==> src/ocr_pkg.sv <==
`default_nettype none
package ocr_pkg;
    localparam int ADDR_W = 12;
    localparam int DATA_W = 32;
    localparam int REG_W = 16;
    localparam int DIV_W = 8;
    localparam int RATIO_W = DIV_W + 1;

    // Register indices; byte address is the index times four
    localparam logic [ADDR_W-1:0] IDX_PAIR_A_DIV = 12'h006;
    localparam logic [ADDR_W-1:0] IDX_PAIR_B_DRV = 12'h007;
    localparam logic [ADDR_W-1:0] IDX_PAIR_B_DIV = 12'h008;
    localparam logic [ADDR_W-1:0] IDX_OUT4_CTL = 12'h009;
    localparam logic [ADDR_W-1:0] IDX_STATUS = 12'h010;
    localparam int IDX_SHIFT = 2;
    localparam logic [ADDR_W-1:0] ADDR_PAIR_A_DIV = IDX_PAIR_A_DIV << IDX_SHIFT;
    localparam logic [ADDR_W-1:0] ADDR_PAIR_B_DRV = IDX_PAIR_B_DRV << IDX_SHIFT;
    localparam logic [ADDR_W-1:0] ADDR_PAIR_B_DIV = IDX_PAIR_B_DIV << IDX_SHIFT;
    localparam logic [ADDR_W-1:0] ADDR_OUT4_CTL = IDX_OUT4_CTL << IDX_SHIFT;
    localparam logic [ADDR_W-1:0] ADDR_STATUS = IDX_STATUS << IDX_SHIFT;

    // Defined fields per register; reserved bits are never stored
    localparam logic [REG_W-1:0] MASK_PAIR_A_DIV = 16'h00FF;
    localparam logic [REG_W-1:0] MASK_PAIR_B_DRV = 16'h01FF;
    localparam logic [REG_W-1:0] MASK_PAIR_B_DIV = 16'h00FF;
    localparam logic [REG_W-1:0] MASK_OUT4_CTL = 16'h7FDF;
    localparam logic [REG_W-1:0] REG_RESET = 16'h0000;

    localparam int DIV_LSB = 0;
    localparam int SUPPLY_BIT = 0;
    localparam int OUT2_RUN_LSB = 1;
    localparam int OUT2_DRV_LSB = 3;
    localparam int OUT3_RUN_LSB = 5;
    localparam int OUT3_DRV_LSB = 7;
    localparam int OUT4_RUN_LSB = 1;
    localparam int OUT4_DRV_LSB = 3;
    localparam int OUT4_POS_BIT = 6;
    localparam int OUT4_NEG_BIT = 7;
    localparam int OUT4_SLEW_BIT = 8;
    localparam int OUT4_FRAC_BIT = 9;
    localparam int OUT4_PRE_LSB = 10;
    localparam int OUT4_SRC_LSB = 13;

    localparam logic [RATIO_W-1:0] DIV_OFFSET = 9'h001;
    localparam logic [1:0] DRV_CODE_MID = 2'h2;
    localparam logic [1:0] DRV_CODE_TOP = 2'h3;
    localparam logic [1:0] SRC_CODE_PRI = 2'h1;
    localparam logic [1:0] SRC_CODE_SEC = 2'h2;
    localparam logic [2:0] PRE_CODE_DIV2 = 3'h0;
    localparam logic [2:0] PRE_CODE_DIV3 = 3'h1;
    localparam logic [2:0] PRE_CODE_DIV1 = 3'h7;
    localparam logic [1:0] RATIO_ONE = 2'h1;
    localparam logic [1:0] RATIO_TWO = 2'h2;
    localparam logic [1:0] RATIO_THREE = 2'h3;

    typedef enum logic [1:0] {RUN_OFF, RUN_ACTIVE, RUN_STATIC_LOW, RUN_STATIC_HIGH} ocr_run_e;
    typedef enum logic [1:0] {DRV_LOW_SWING, DRV_CURRENT_MODE, DRV_HIGH_SWING} ocr_drv_e;
    typedef enum logic [1:0] {DRV4_LOW_SWING, DRV4_SINGLE_CMOS, DRV4_HOST_CLOCK} ocr_drv4_e;
    typedef enum logic [1:0] {SRC_PLL, SRC_PRIMARY, SRC_SECONDARY} ocr_src_e;

    typedef struct packed {
        ocr_run_e runMode;
        ocr_drv_e driverType;
    } ocr_chan_s;

    typedef struct packed {
        ocr_run_e runMode;
        ocr_drv4_e driverType;
        ocr_src_e source;
        logic fracOn;
        logic [1:0] prescaleRatio;
        logic edgeSlow;
        logic singlePosOn;
        logic singleNegOn;
        logic supplyHigh;
    } ocr_chan4_s;
endpackage
`default_nettype wire

==> src/ocr_output_channel_config_regs.sv <==
// Notes on behaviour
// RL1: Pair A divider ratio is the 8-bit field plus one.
// RL2: Pair B divider ratio is its low-byte field plus one.
// RL3: Channel 3 run mode: off, running, static low, static high.
// RL4: Channel 2 run mode in bits 2:1, same four-way coding.
// RL5: Channel 3 driver: 00/01 low swing, 10 current mode, 11 high swing.
// RL6: Channel 2 driver in bits 4:3 decodes like channel 3.
// RL7: Channel 4 driver: 00/01 low swing, 10 single-ended, 11 host clock.
// RL8: Channel 4 source: 00/11 PLL, 01 primary, 10 secondary input.
// RL9: Channel 4 prescaler: 000 divide 2, 001 divide 3, 111 divide 1.
// RL10: Prescaler is bypassed while the fractional divider is off; out4Cfg.prescaleRatio is 0 from reset until the first enabled edge after it.
// RL11: Bit 9 turns the channel 4 fractional divider on.
// RL12: Bit 8 picks slow edge rate for the single-ended driver.
// RL13: Bit 6 turns on the positive single-ended output.
// RL14: Negative single-ended output only active with positive side on.
// RL15: Channel 4 run mode in bits 2:1, same four-way coding.
// RL16: Pair B supply bit: 0 is 1.8 V, 1 is 2.5/3.3 V.
// RL17: Channel 4 supply bit: 0 is 1.8 V, 1 is 2.5/3.3 V.
// RL18: Supply bits may stay zero at power-up and change later.
// RL19: Software writes zeros to all reserved bits.
// RL20: Software uses only the three defined prescaler codes.
// RL21: Registers are 16 bits and read back their defined fields.
//
// Local design decision: the APB slave port.
`timescale 1ns/1ps
`default_nettype none
module ocr_output_channel_config_regs (
    input wire logic clk_sys,
    input wire logic rst,
    input wire logic clkEn,
    input wire logic [ocr_pkg::ADDR_W-1:0] paddr,
    input wire logic psel,
    input wire logic penable,
    input wire logic pwrite,
    input wire logic [ocr_pkg::DATA_W-1:0] pwdata,
    input wire logic [3:0] pstrb,
    output logic [ocr_pkg::DATA_W-1:0] prdata,
    output logic pready,
    output logic pslverr,
    output logic [ocr_pkg::RATIO_W-1:0] pairADivRatio,
    output logic [ocr_pkg::RATIO_W-1:0] pairBDivRatio,
    output logic pairBSupplyHigh,
    output ocr_pkg::ocr_chan_s out2Cfg,
    output ocr_pkg::ocr_chan_s out3Cfg,
    output ocr_pkg::ocr_chan4_s out4Cfg
);

    logic [ocr_pkg::REG_W-1:0] regPairADiv;
    logic [ocr_pkg::REG_W-1:0] regPairBDrv;
    logic [ocr_pkg::REG_W-1:0] regPairBDiv;
    logic [ocr_pkg::REG_W-1:0] regOut4Ctl;
    logic [ocr_pkg::REG_W-1:0] wrWord;
    logic wrPairADiv;
    logic wrPairBDrv;
    logic wrPairBDiv;
    logic wrOut4Ctl;
    logic rdValid;

    // Address decode
    logic hitPairADiv;
    logic hitPairBDrv;
    logic hitPairBDiv;
    logic hitOut4Ctl;
    logic hitStatus;
    logic mapped;
    assign hitPairADiv = (paddr == ocr_pkg::ADDR_PAIR_A_DIV);
    assign hitPairBDrv = (paddr == ocr_pkg::ADDR_PAIR_B_DRV);
    assign hitPairBDiv = (paddr == ocr_pkg::ADDR_PAIR_B_DIV);
    assign hitOut4Ctl = (paddr == ocr_pkg::ADDR_OUT4_CTL);
    assign hitStatus = (paddr == ocr_pkg::ADDR_STATUS);
    assign mapped = hitPairADiv | hitPairBDrv | hitPairBDiv | hitOut4Ctl | hitStatus;

    // Data is captured in setup so the access phase answers from flip-flops
    logic capture;
    logic finish;
    logic wrFire;
    assign capture = psel & ~rdValid;
    assign finish = psel & penable & rdValid;
    assign wrFire = clkEn & finish & pwrite & mapped;
    // A frozen block must not complete a transfer
    assign pready = clkEn & rdValid;

    logic [ocr_pkg::REG_W-1:0] laneMask;
    assign laneMask = {{8{pstrb[1]}}, {8{pstrb[0]}}};

    // Only the low half carries a register; upper lanes are ignored
    assign wrWord = pwdata[ocr_pkg::REG_W-1:0];
    assign wrPairADiv = wrFire & hitPairADiv;
    assign wrPairBDrv = wrFire & hitPairBDrv;
    assign wrPairBDiv = wrFire & hitPairBDiv;
    assign wrOut4Ctl = wrFire & hitOut4Ctl;

    ocr_cfg_word #(
        .FIELDS(ocr_pkg::MASK_PAIR_A_DIV)
    ) pairADivWord (
        .clk_sys(clk_sys),
        .rst(rst),
        .clkEn(clkEn),
        .wrEn(wrPairADiv),
        .wrData(wrWord),
        .lanes(laneMask),
        .word(regPairADiv)
    ); // RL21

    ocr_cfg_word #(
        .FIELDS(ocr_pkg::MASK_PAIR_B_DRV)
    ) pairBDrvWord (
        .clk_sys(clk_sys),
        .rst(rst),
        .clkEn(clkEn),
        .wrEn(wrPairBDrv),
        .wrData(wrWord),
        .lanes(laneMask),
        .word(regPairBDrv)
    ); // RL21

    ocr_cfg_word #(
        .FIELDS(ocr_pkg::MASK_PAIR_B_DIV)
    ) pairBDivWord (
        .clk_sys(clk_sys),
        .rst(rst),
        .clkEn(clkEn),
        .wrEn(wrPairBDiv),
        .wrData(wrWord),
        .lanes(laneMask),
        .word(regPairBDiv)
    ); // RL21

    ocr_cfg_word #(
        .FIELDS(ocr_pkg::MASK_OUT4_CTL)
    ) out4CtlWord (
        .clk_sys(clk_sys),
        .rst(rst),
        .clkEn(clkEn),
        .wrEn(wrOut4Ctl),
        .wrData(wrWord),
        .lanes(laneMask),
        .word(regOut4Ctl)
    ); // RL21

    // Field extraction
    logic [1:0] out2DrvCode;
    logic [1:0] out3DrvCode;
    logic [1:0] out4DrvCode;
    logic [1:0] out4SrcCode;
    logic [2:0] out4PreCode;
    logic out4FracOn;
    logic out4PosOn;
    logic out4NegReq;
    assign out2DrvCode = regPairBDrv[ocr_pkg::OUT2_DRV_LSB +: 2];
    assign out3DrvCode = regPairBDrv[ocr_pkg::OUT3_DRV_LSB +: 2];
    assign out4DrvCode = regOut4Ctl[ocr_pkg::OUT4_DRV_LSB +: 2];
    assign out4SrcCode = regOut4Ctl[ocr_pkg::OUT4_SRC_LSB +: 2];
    assign out4PreCode = regOut4Ctl[ocr_pkg::OUT4_PRE_LSB +: 3];
    assign out4FracOn = regOut4Ctl[ocr_pkg::OUT4_FRAC_BIT]; // RL11
    assign out4PosOn = regOut4Ctl[ocr_pkg::OUT4_POS_BIT]; // RL13
    assign out4NegReq = regOut4Ctl[ocr_pkg::OUT4_NEG_BIT];

    // Decoded configuration
    ocr_pkg::ocr_drv_e out2Drv;
    ocr_pkg::ocr_drv_e out3Drv;
    ocr_pkg::ocr_drv4_e out4Drv;
    ocr_pkg::ocr_src_e out4Src;
    logic [1:0] out2Kind;
    logic [1:0] out3Kind;
    logic [1:0] out4Kind;
    ocr_drv_code out2Decode (
        .code(out2DrvCode),
        .kind(out2Kind)
    ); // RL6
    ocr_drv_code out3Decode (
        .code(out3DrvCode),
        .kind(out3Kind)
    ); // RL5
    ocr_drv_code out4Decode (
        .code(out4DrvCode),
        .kind(out4Kind)
    ); // RL7
    // Channel 4 names differ but its driver codes rank the same way
    assign out2Drv = ocr_pkg::ocr_drv_e'(out2Kind); // RL6
    assign out3Drv = ocr_pkg::ocr_drv_e'(out3Kind); // RL5
    assign out4Drv = ocr_pkg::ocr_drv4_e'(out4Kind); // RL7
    assign out4Src = (out4SrcCode == ocr_pkg::SRC_CODE_PRI) ? ocr_pkg::SRC_PRIMARY :
        (out4SrcCode == ocr_pkg::SRC_CODE_SEC) ? ocr_pkg::SRC_SECONDARY :
        ocr_pkg::SRC_PLL; // RL8

    // Reserved prescaler codes fall back to divide by one and are flagged while the fractional divider is on
    logic preCodeValid;
    logic [1:0] preRatio;
    assign preCodeValid = (out4PreCode == ocr_pkg::PRE_CODE_DIV2) |
        (out4PreCode == ocr_pkg::PRE_CODE_DIV3) |
        (out4PreCode == ocr_pkg::PRE_CODE_DIV1);
    assign preRatio = ~out4FracOn ? ocr_pkg::RATIO_ONE : // RL10
        (out4PreCode == ocr_pkg::PRE_CODE_DIV2) ? ocr_pkg::RATIO_TWO : // RL9
        (out4PreCode == ocr_pkg::PRE_CODE_DIV3) ? ocr_pkg::RATIO_THREE : // RL9
        ocr_pkg::RATIO_ONE; // RL9

    // Negative side is gated so a lone enable cannot reach the driver
    logic out4NegOn;
    assign out4NegOn = out4NegReq & out4PosOn; // RL14

    ocr_pkg::ocr_chan_s next_out2Cfg;
    ocr_pkg::ocr_chan_s next_out3Cfg;
    ocr_pkg::ocr_chan4_s next_out4Cfg;
    logic [ocr_pkg::RATIO_W-1:0] next_pairADivRatio;
    logic [ocr_pkg::RATIO_W-1:0] next_pairBDivRatio;
    ocr_div_ratio pairARatio (
        .field(regPairADiv[ocr_pkg::DIV_LSB +: ocr_pkg::DIV_W]),
        .ratio(next_pairADivRatio)
    ); // RL1
    ocr_div_ratio pairBRatio (
        .field(regPairBDiv[ocr_pkg::DIV_LSB +: ocr_pkg::DIV_W]),
        .ratio(next_pairBDivRatio)
    ); // RL2
    assign next_out2Cfg.runMode =
        ocr_pkg::ocr_run_e'(regPairBDrv[ocr_pkg::OUT2_RUN_LSB +: 2]); // RL4
    assign next_out2Cfg.driverType = out2Drv;
    assign next_out3Cfg.runMode =
        ocr_pkg::ocr_run_e'(regPairBDrv[ocr_pkg::OUT3_RUN_LSB +: 2]); // RL3
    assign next_out3Cfg.driverType = out3Drv;
    assign next_out4Cfg.runMode =
        ocr_pkg::ocr_run_e'(regOut4Ctl[ocr_pkg::OUT4_RUN_LSB +: 2]); // RL15
    assign next_out4Cfg.driverType = out4Drv;
    assign next_out4Cfg.source = out4Src;
    assign next_out4Cfg.fracOn = out4FracOn; // RL11
    assign next_out4Cfg.prescaleRatio = preRatio;
    assign next_out4Cfg.edgeSlow = regOut4Ctl[ocr_pkg::OUT4_SLEW_BIT]; // RL12
    assign next_out4Cfg.singlePosOn = out4PosOn; // RL13
    assign next_out4Cfg.singleNegOn = out4NegOn;
    assign next_out4Cfg.supplyHigh = regOut4Ctl[ocr_pkg::SUPPLY_BIT]; // RL17

    // Status shows decoded state, not stored bits
    logic [ocr_pkg::REG_W-1:0] statusWord;
    assign statusWord = {12'h000, out4FracOn & ~preCodeValid, out4NegReq & ~out4PosOn, preRatio};

    logic [ocr_pkg::DATA_W-1:0] rdMux;
    assign rdMux = hitPairADiv ? {16'h0000, regPairADiv} :
        hitPairBDrv ? {16'h0000, regPairBDrv} :
        hitPairBDiv ? {16'h0000, regPairBDiv} :
        hitOut4Ctl ? {16'h0000, regOut4Ctl} :
        hitStatus ? {16'h0000, statusWord} :
        32'h00000000;

    always_ff @(posedge clk_sys) begin
        if (rst) begin
            rdValid <= 1'b0;
            prdata <= 32'h00000000;
            pslverr <= 1'b0;
        end else if (clkEn) begin
            if (capture) begin
                rdValid <= 1'b1;
                prdata <= pwrite ? 32'h00000000 : rdMux;
                pslverr <= ~mapped;
            end else if (finish) begin
                rdValid <= 1'b0;
            end
        end
    end

    // Decoded outputs lag the register by one enabled edge
    ocr_out_stage #(
        .W(ocr_pkg::RATIO_W),
        .INIT(ocr_pkg::DIV_OFFSET)
    ) pairAStage (
        .clk_sys(clk_sys),
        .rst(rst),
        .clkEn(clkEn),
        .d(next_pairADivRatio),
        .q(pairADivRatio)
    ); // RL1

    ocr_out_stage #(
        .W(ocr_pkg::RATIO_W),
        .INIT(ocr_pkg::DIV_OFFSET)
    ) pairBStage (
        .clk_sys(clk_sys),
        .rst(rst),
        .clkEn(clkEn),
        .d(next_pairBDivRatio),
        .q(pairBDivRatio)
    ); // RL2

    ocr_out_stage #(
        .W(1)
    ) supplyStage (
        .clk_sys(clk_sys),
        .rst(rst),
        .clkEn(clkEn),
        .d(regPairBDrv[ocr_pkg::SUPPLY_BIT]),
        .q(pairBSupplyHigh)
    ); // RL16

    ocr_out_stage #(
        .W($bits(ocr_pkg::ocr_chan_s))
    ) out2Stage (
        .clk_sys(clk_sys),
        .rst(rst),
        .clkEn(clkEn),
        .d(next_out2Cfg),
        .q(out2Cfg)
    );

    ocr_out_stage #(
        .W($bits(ocr_pkg::ocr_chan_s))
    ) out3Stage (
        .clk_sys(clk_sys),
        .rst(rst),
        .clkEn(clkEn),
        .d(next_out3Cfg),
        .q(out3Cfg)
    );

    ocr_out_stage #(
        .W($bits(ocr_pkg::ocr_chan4_s))
    ) out4Stage (
        .clk_sys(clk_sys),
        .rst(rst),
        .clkEn(clkEn),
        .d(next_out4Cfg),
        .q(out4Cfg)
    );

endmodule // ocr_output_channel_config_regs

// One stored word: byte lanes merge in, undefined bits never stick
module ocr_cfg_word #(
    parameter logic [ocr_pkg::REG_W-1:0] FIELDS = '1
) (
    input wire logic clk_sys,
    input wire logic rst,
    input wire logic clkEn,
    input wire logic wrEn,
    input wire logic [ocr_pkg::REG_W-1:0] wrData,
    input wire logic [ocr_pkg::REG_W-1:0] lanes,
    output logic [ocr_pkg::REG_W-1:0] word
);
    logic [ocr_pkg::REG_W-1:0] next_word;
    assign next_word = wrEn ? (((word & ~lanes) | (wrData & lanes)) & FIELDS) :
        word; // RL21

    always_ff @(posedge clk_sys) begin
        if (rst) begin
            word <= ocr_pkg::REG_RESET;
        end else if (clkEn) begin
            word <= next_word;
        end
    end
endmodule // ocr_cfg_word

// Codes 00 and 01 both fall to the low-swing kind
module ocr_drv_code (
    input wire logic [1:0] code,
    output logic [1:0] kind
);
    assign kind = (code == ocr_pkg::DRV_CODE_TOP) ? ocr_pkg::DRV_HIGH_SWING :
        (code == ocr_pkg::DRV_CODE_MID) ? ocr_pkg::DRV_CURRENT_MODE :
        ocr_pkg::DRV_LOW_SWING;
endmodule // ocr_drv_code

// Field 255 divides by 256, hence the extra ratio bit
module ocr_div_ratio (
    input wire logic [ocr_pkg::DIV_W-1:0] field,
    output logic [ocr_pkg::RATIO_W-1:0] ratio
);
    assign ratio = ocr_pkg::RATIO_W'(field) + ocr_pkg::DIV_OFFSET;
endmodule // ocr_div_ratio

// Registered copy of a decoded value, frozen with the rest
module ocr_out_stage #(
    parameter int W = 1,
    parameter logic [W-1:0] INIT = '0
) (
    input wire logic clk_sys,
    input wire logic rst,
    input wire logic clkEn,
    input wire logic [W-1:0] d,
    output logic [W-1:0] q
);
    always_ff @(posedge clk_sys) begin
        if (rst) begin
            q <= INIT;
        end else if (clkEn) begin
            q <= d;
        end
    end
endmodule // ocr_out_stage
`default_nettype wire

==> config.mk <==
export PLATFORM = sky130hd
export DESIGN_NAME = ocr_output_channel_config_regs
export DESIGN_NICKNAME = d
export VERILOG_FILES = /design/src/ocr_pkg.sv /design/src/ocr_output_channel_config_regs.sv
export SDC_FILE = /design/constraint.sdc
export NUM_CORES = 1
export LEC_CHECK = 0
export ABC_AREA = 0
export BUFFER_PORTS_ARGS = -buffer_cell sky130_fd_sc_hd__buf_2
export CAP_MARGIN = 10
export CELL_PAD_IN_SITES_DETAIL_PLACEMENT = 1
export CELL_PAD_IN_SITES_GLOBAL_PLACEMENT = 2
export CORE_UTILIZATION = 32
export CTS_CLUSTER_DIAMETER = 40
export CTS_CLUSTER_SIZE = 25
export DETAILED_ROUTE_END_ITERATION = 6
export PLACE_DENSITY_LB_ADDON = 0.1
export SLEW_MARGIN = 15
export SYNTH_ARGS = -nofsm -noshare
export SYNTH_HDL_FRONTEND = slang
export SYNTH_SLANG_ARGS = --single-unit
==> constraint.sdc <==
create_clock -name clk_sys -period 3.16 [get_ports clk_sys]
set_input_delay 0.316 -clock clk_sys [delete_from_list [all_inputs] [get_ports clk_sys]]
set_output_delay 0.316 -clock clk_sys [all_outputs]
set_load 0.03 [all_outputs]
==> flow_summary_export.csv <==
group,metric,value,unit
clock_tree,htreeDepth,3,
worst_setup_path,crit_type,"in2reg",
power_and_ir_drop,swShare,0.233,
worst_setup_path,cp_data_required_time,3.38,ns
route,vias,3637,
timing,max_freq,0.452,GHz
run,drv_cap,0,
timing,setup_viol,0,
route,wire_per_inst,16.9,um
floorplan,ioPinCount,128,
worst_setup_path,crit_arrival,2.43,ns
route,drt_wl_total,12200,um
worst_hold_path,hp-class,"in2reg",
grt,grt_pass1_wl,19300,um
grt,grt_usage,0.191,
grt,grt.overflow.total,0,
cells_and_area,ff_latch_area,1920,um^2
synthesis,ys_dominant_reg_cell,"dfxtp_1",
power_and_ir_drop,clkPwrFrac,0.464,
floorplan,core,12700,um^2
floorplan,fp.dieH,116,um
clock_tree,cts.sink_count,96,
cells_and_area,multi_input_area,2080,um^2
clock_tree,path_clk_slew,0.06,ns
power_and_ir_drop,power,2.61,mW
timing,fin_setup_tns,0,ns
timing,fin_crit,2.21,ns
synthesis,synth-seq-area-share,0.459,
timing,drv_slew,0,
timing,skew,0.00757,ns
grt,grt_max_degree,53,
route,remaining_drc_errors,0,
timing,worst_pin_slew,0.676,ns
floorplan,fp.dieW,116,um
synthesis,synth_cell_type_count,49,
placed_design,portBuffers,91,
synthesis,async_reset_ff_frac,0,
timing,fin_crit_sh,0.700,
timing,slew_headroom,0.548,
clock_tree,hold_buffers,0,
grt,antenna_found_initial,0,
cells_and_area,layout.nets,605,
route,dr.pass1.iters,5,
synthesis,syn_avg_cell_area,9.03,um^2
worst_setup_path,cp-start-kind,"input pin",
synthesis,synth_cells,463,
power_and_ir_drop,power.switching,0.608,mW
power_and_ir_drop,total_leakage_power,2.15,nW
floorplan,initial_core_util,0.330,
synthesis,synth_edf_count,0,
clock_tree,ctsResizeCount,0,
synthesis,ys_warn_count,0,
clock_tree,clockRootBuffer,"clkbuf_16",
floorplan,num_rows,41,
placed_design,dp_hpwl,8940,um
clock_tree,post_cts_buffers,0,
grt,grt_pass1_vias,3580,
route,drtAntennaViolNets,0,
placed_design,finalWeightedCongestion,0.788,
power_and_ir_drop,power.density,513,nW/um^2
outcome,status,"completed",
worst_setup_path,worst_setup_path_end_kind,"flop",
power_and_ir_drop,combPwrFrac,0.067,
timing,hold_viol,0,
floorplan,dieArea,13500,um^2
worst_setup_path,worstPathMaxFanout,9,
clock_tree,cts_tree,"built",
clock_tree,cts_made_buffers,9,
cells_and_area,fillers,1546,
cells_and_area,drive_gt1_frac,0.222,
cells_and_area,diodes,0,
timing,rsz0062_at_grt,"no",
synthesis,ys_seq_elements,96,
clock_tree,worstSkewPairLatency,0.35,ns
route,viasPerCell,5.01,
route,drt_iter0_drc,140,
power_and_ir_drop,power.internal,2.00,mW
power_and_ir_drop,p_seq_frac,0.469,
synthesis,synthesis.area,4180,um^2
power_and_ir_drop,vdd_ir_drop_max,252,uV
clock_tree,clock_path_buffers,2,
cells_and_area,area_growth,21.8,%
cell usage in the layout, fill, tap and decap left out, types with 7 or more instances in the layout:
cell type	count
nand2_1	28
a211oi_1	14
nand2b_1	12
o21ai_0	19
mux2i_1	46
nand3b_1	7
nor2_1	70
dfxtp_1	96
a22o_1	7
nand4_1	8
conb_1	17
clkbuf_16	9
a21oi_1	31
buf_4	11
nand3_1	13
buf_2	91
critical path, cell delays in order:
cell,delay [ns]
buf_2,0.11
or4b_1,0.55
or3_1,0.54
nor3_4,0.60
mux2i_1,0.25
nor2_1,0.06
kinds of logic after synthesis:
logic type / after synthesis / synth area share
xor+xnor: 12 / 0.0251
compound gates: 91 / 0.139
buf+inv: 46 / 0.0586
other cells: 1 / 0.000897
simple gates: 169 / 0.200
fa+ha+maj: 2 / 0.00598
flops: 96 / 0.459
mux: 46 / 0.110
routing by layer:
| layer | up-vias | GRT usage | part of all wire | wire length [um] |
|---|---|---|---|---|
| li1 | 1777 | - | - | - |
| met1 | 1753 | 0.255 | 0.48 | 5840 |
| met2 | 96 | 0.314 | 0.47 | 5700 |
| met3 | 11 | 0.0296 | 0.044 | 544 |
| met4 | 0 | 0.0641 | 0.012 | 152 |
| met5 | - | 0 | 0 | 0 |
cell type report:
class                   instances  share of cell area
clock inverters                 5              0.0155
flip-flops and latches         96               0.377
clock buffers                  11              0.0496
well taps                     172              0.0422
repair buffers                102               0.106
multi-input cells             337               0.408
inverters                       3             0.00221
stage by stage:
step | hold WS, ns | worst slack [ns] | utilization | std cells | cell area [um^2]
6_report | 0.210 | 0.949 | 0.402 | 726 | 5090
5_1_grt | 0.212 | 0.804 | 0.402 | 726 | 5090
4_1_cts | 0.200 | 0.936 | 0.402 | 726 | 5090
3_5_place_dp | 0.456 | 0.578 | 0.376 | 710 | 4760
3_3_place_gp | 0.456 | 0.595 | 0.376 | 710 | 4760
2_1_floorplan | 0.452 | 1.03 | - | 479 | 4240
power groups by stage:
stage,registers [mW],logic [mW],clock network (mW)
6_report,1.22,0.174,1.21
5_1_grt,1.23,0.191,1.28
4_1_cts,1.22,0.176,1.24
3_5_place_dp,1.25,0.176,0
3_3_place_gp,1.25,0.174,0
2_1_floorplan,1.27,0.111,0
cells in the mapped netlist (2+ instances only):
master	instances	share of area
o211ai_1	2	0.0036
nor2_1	70	0.063
nor3_4	2	0.0078
xor2_1	6	0.013
inv_1	3	0.0027
xnor2_1	6	0.013
ha_1	2	0.0060
nor4_1	5	0.0075
and3_1	2	0.0030
nand2_1	28	0.025
nand3_1	13	0.016
buf_1	2	0.0018
nand2b_1	12	0.018
clkbuf_1	22	0.020
o21ai_0	19	0.023
mux2i_1	46	0.11
a22o_1	7	0.015
a211oi_1	14	0.025
dfxtp_1	96	0.46
a32oi_1	3	0.0063
a32o_1	2	0.0048
o22ai_1	3	0.0045
buf_4	17	0.031
and2_1	2	0.0030
a21oi_1	31	0.037
nand4_1	8	0.012
or3_2	2	0.0036
nand3b_1	7	0.013
a21boi_0	2	0.0036
and4_1	2	0.0042
nor3_1	5	0.0060
nor2b_1	5	0.0075
final timing paths:
kind | startpoint | slack (ns) | endpoint | cells past startpoint
min | pwdata[11] | 0.21 | flop | 3
max | paddr[4] | 0.95 | flop | 6
min reg2reg | out4Stage.q[7]$_SDFFE_PP0P_ | 0.47 | out4Stage.q[7]$_SDFFE_PP0P_ | 2
max reg2reg | rdValid$_SDFFE_PP0P_ | 1.23 | flop | 5
(Power assumes the default switching activity.)
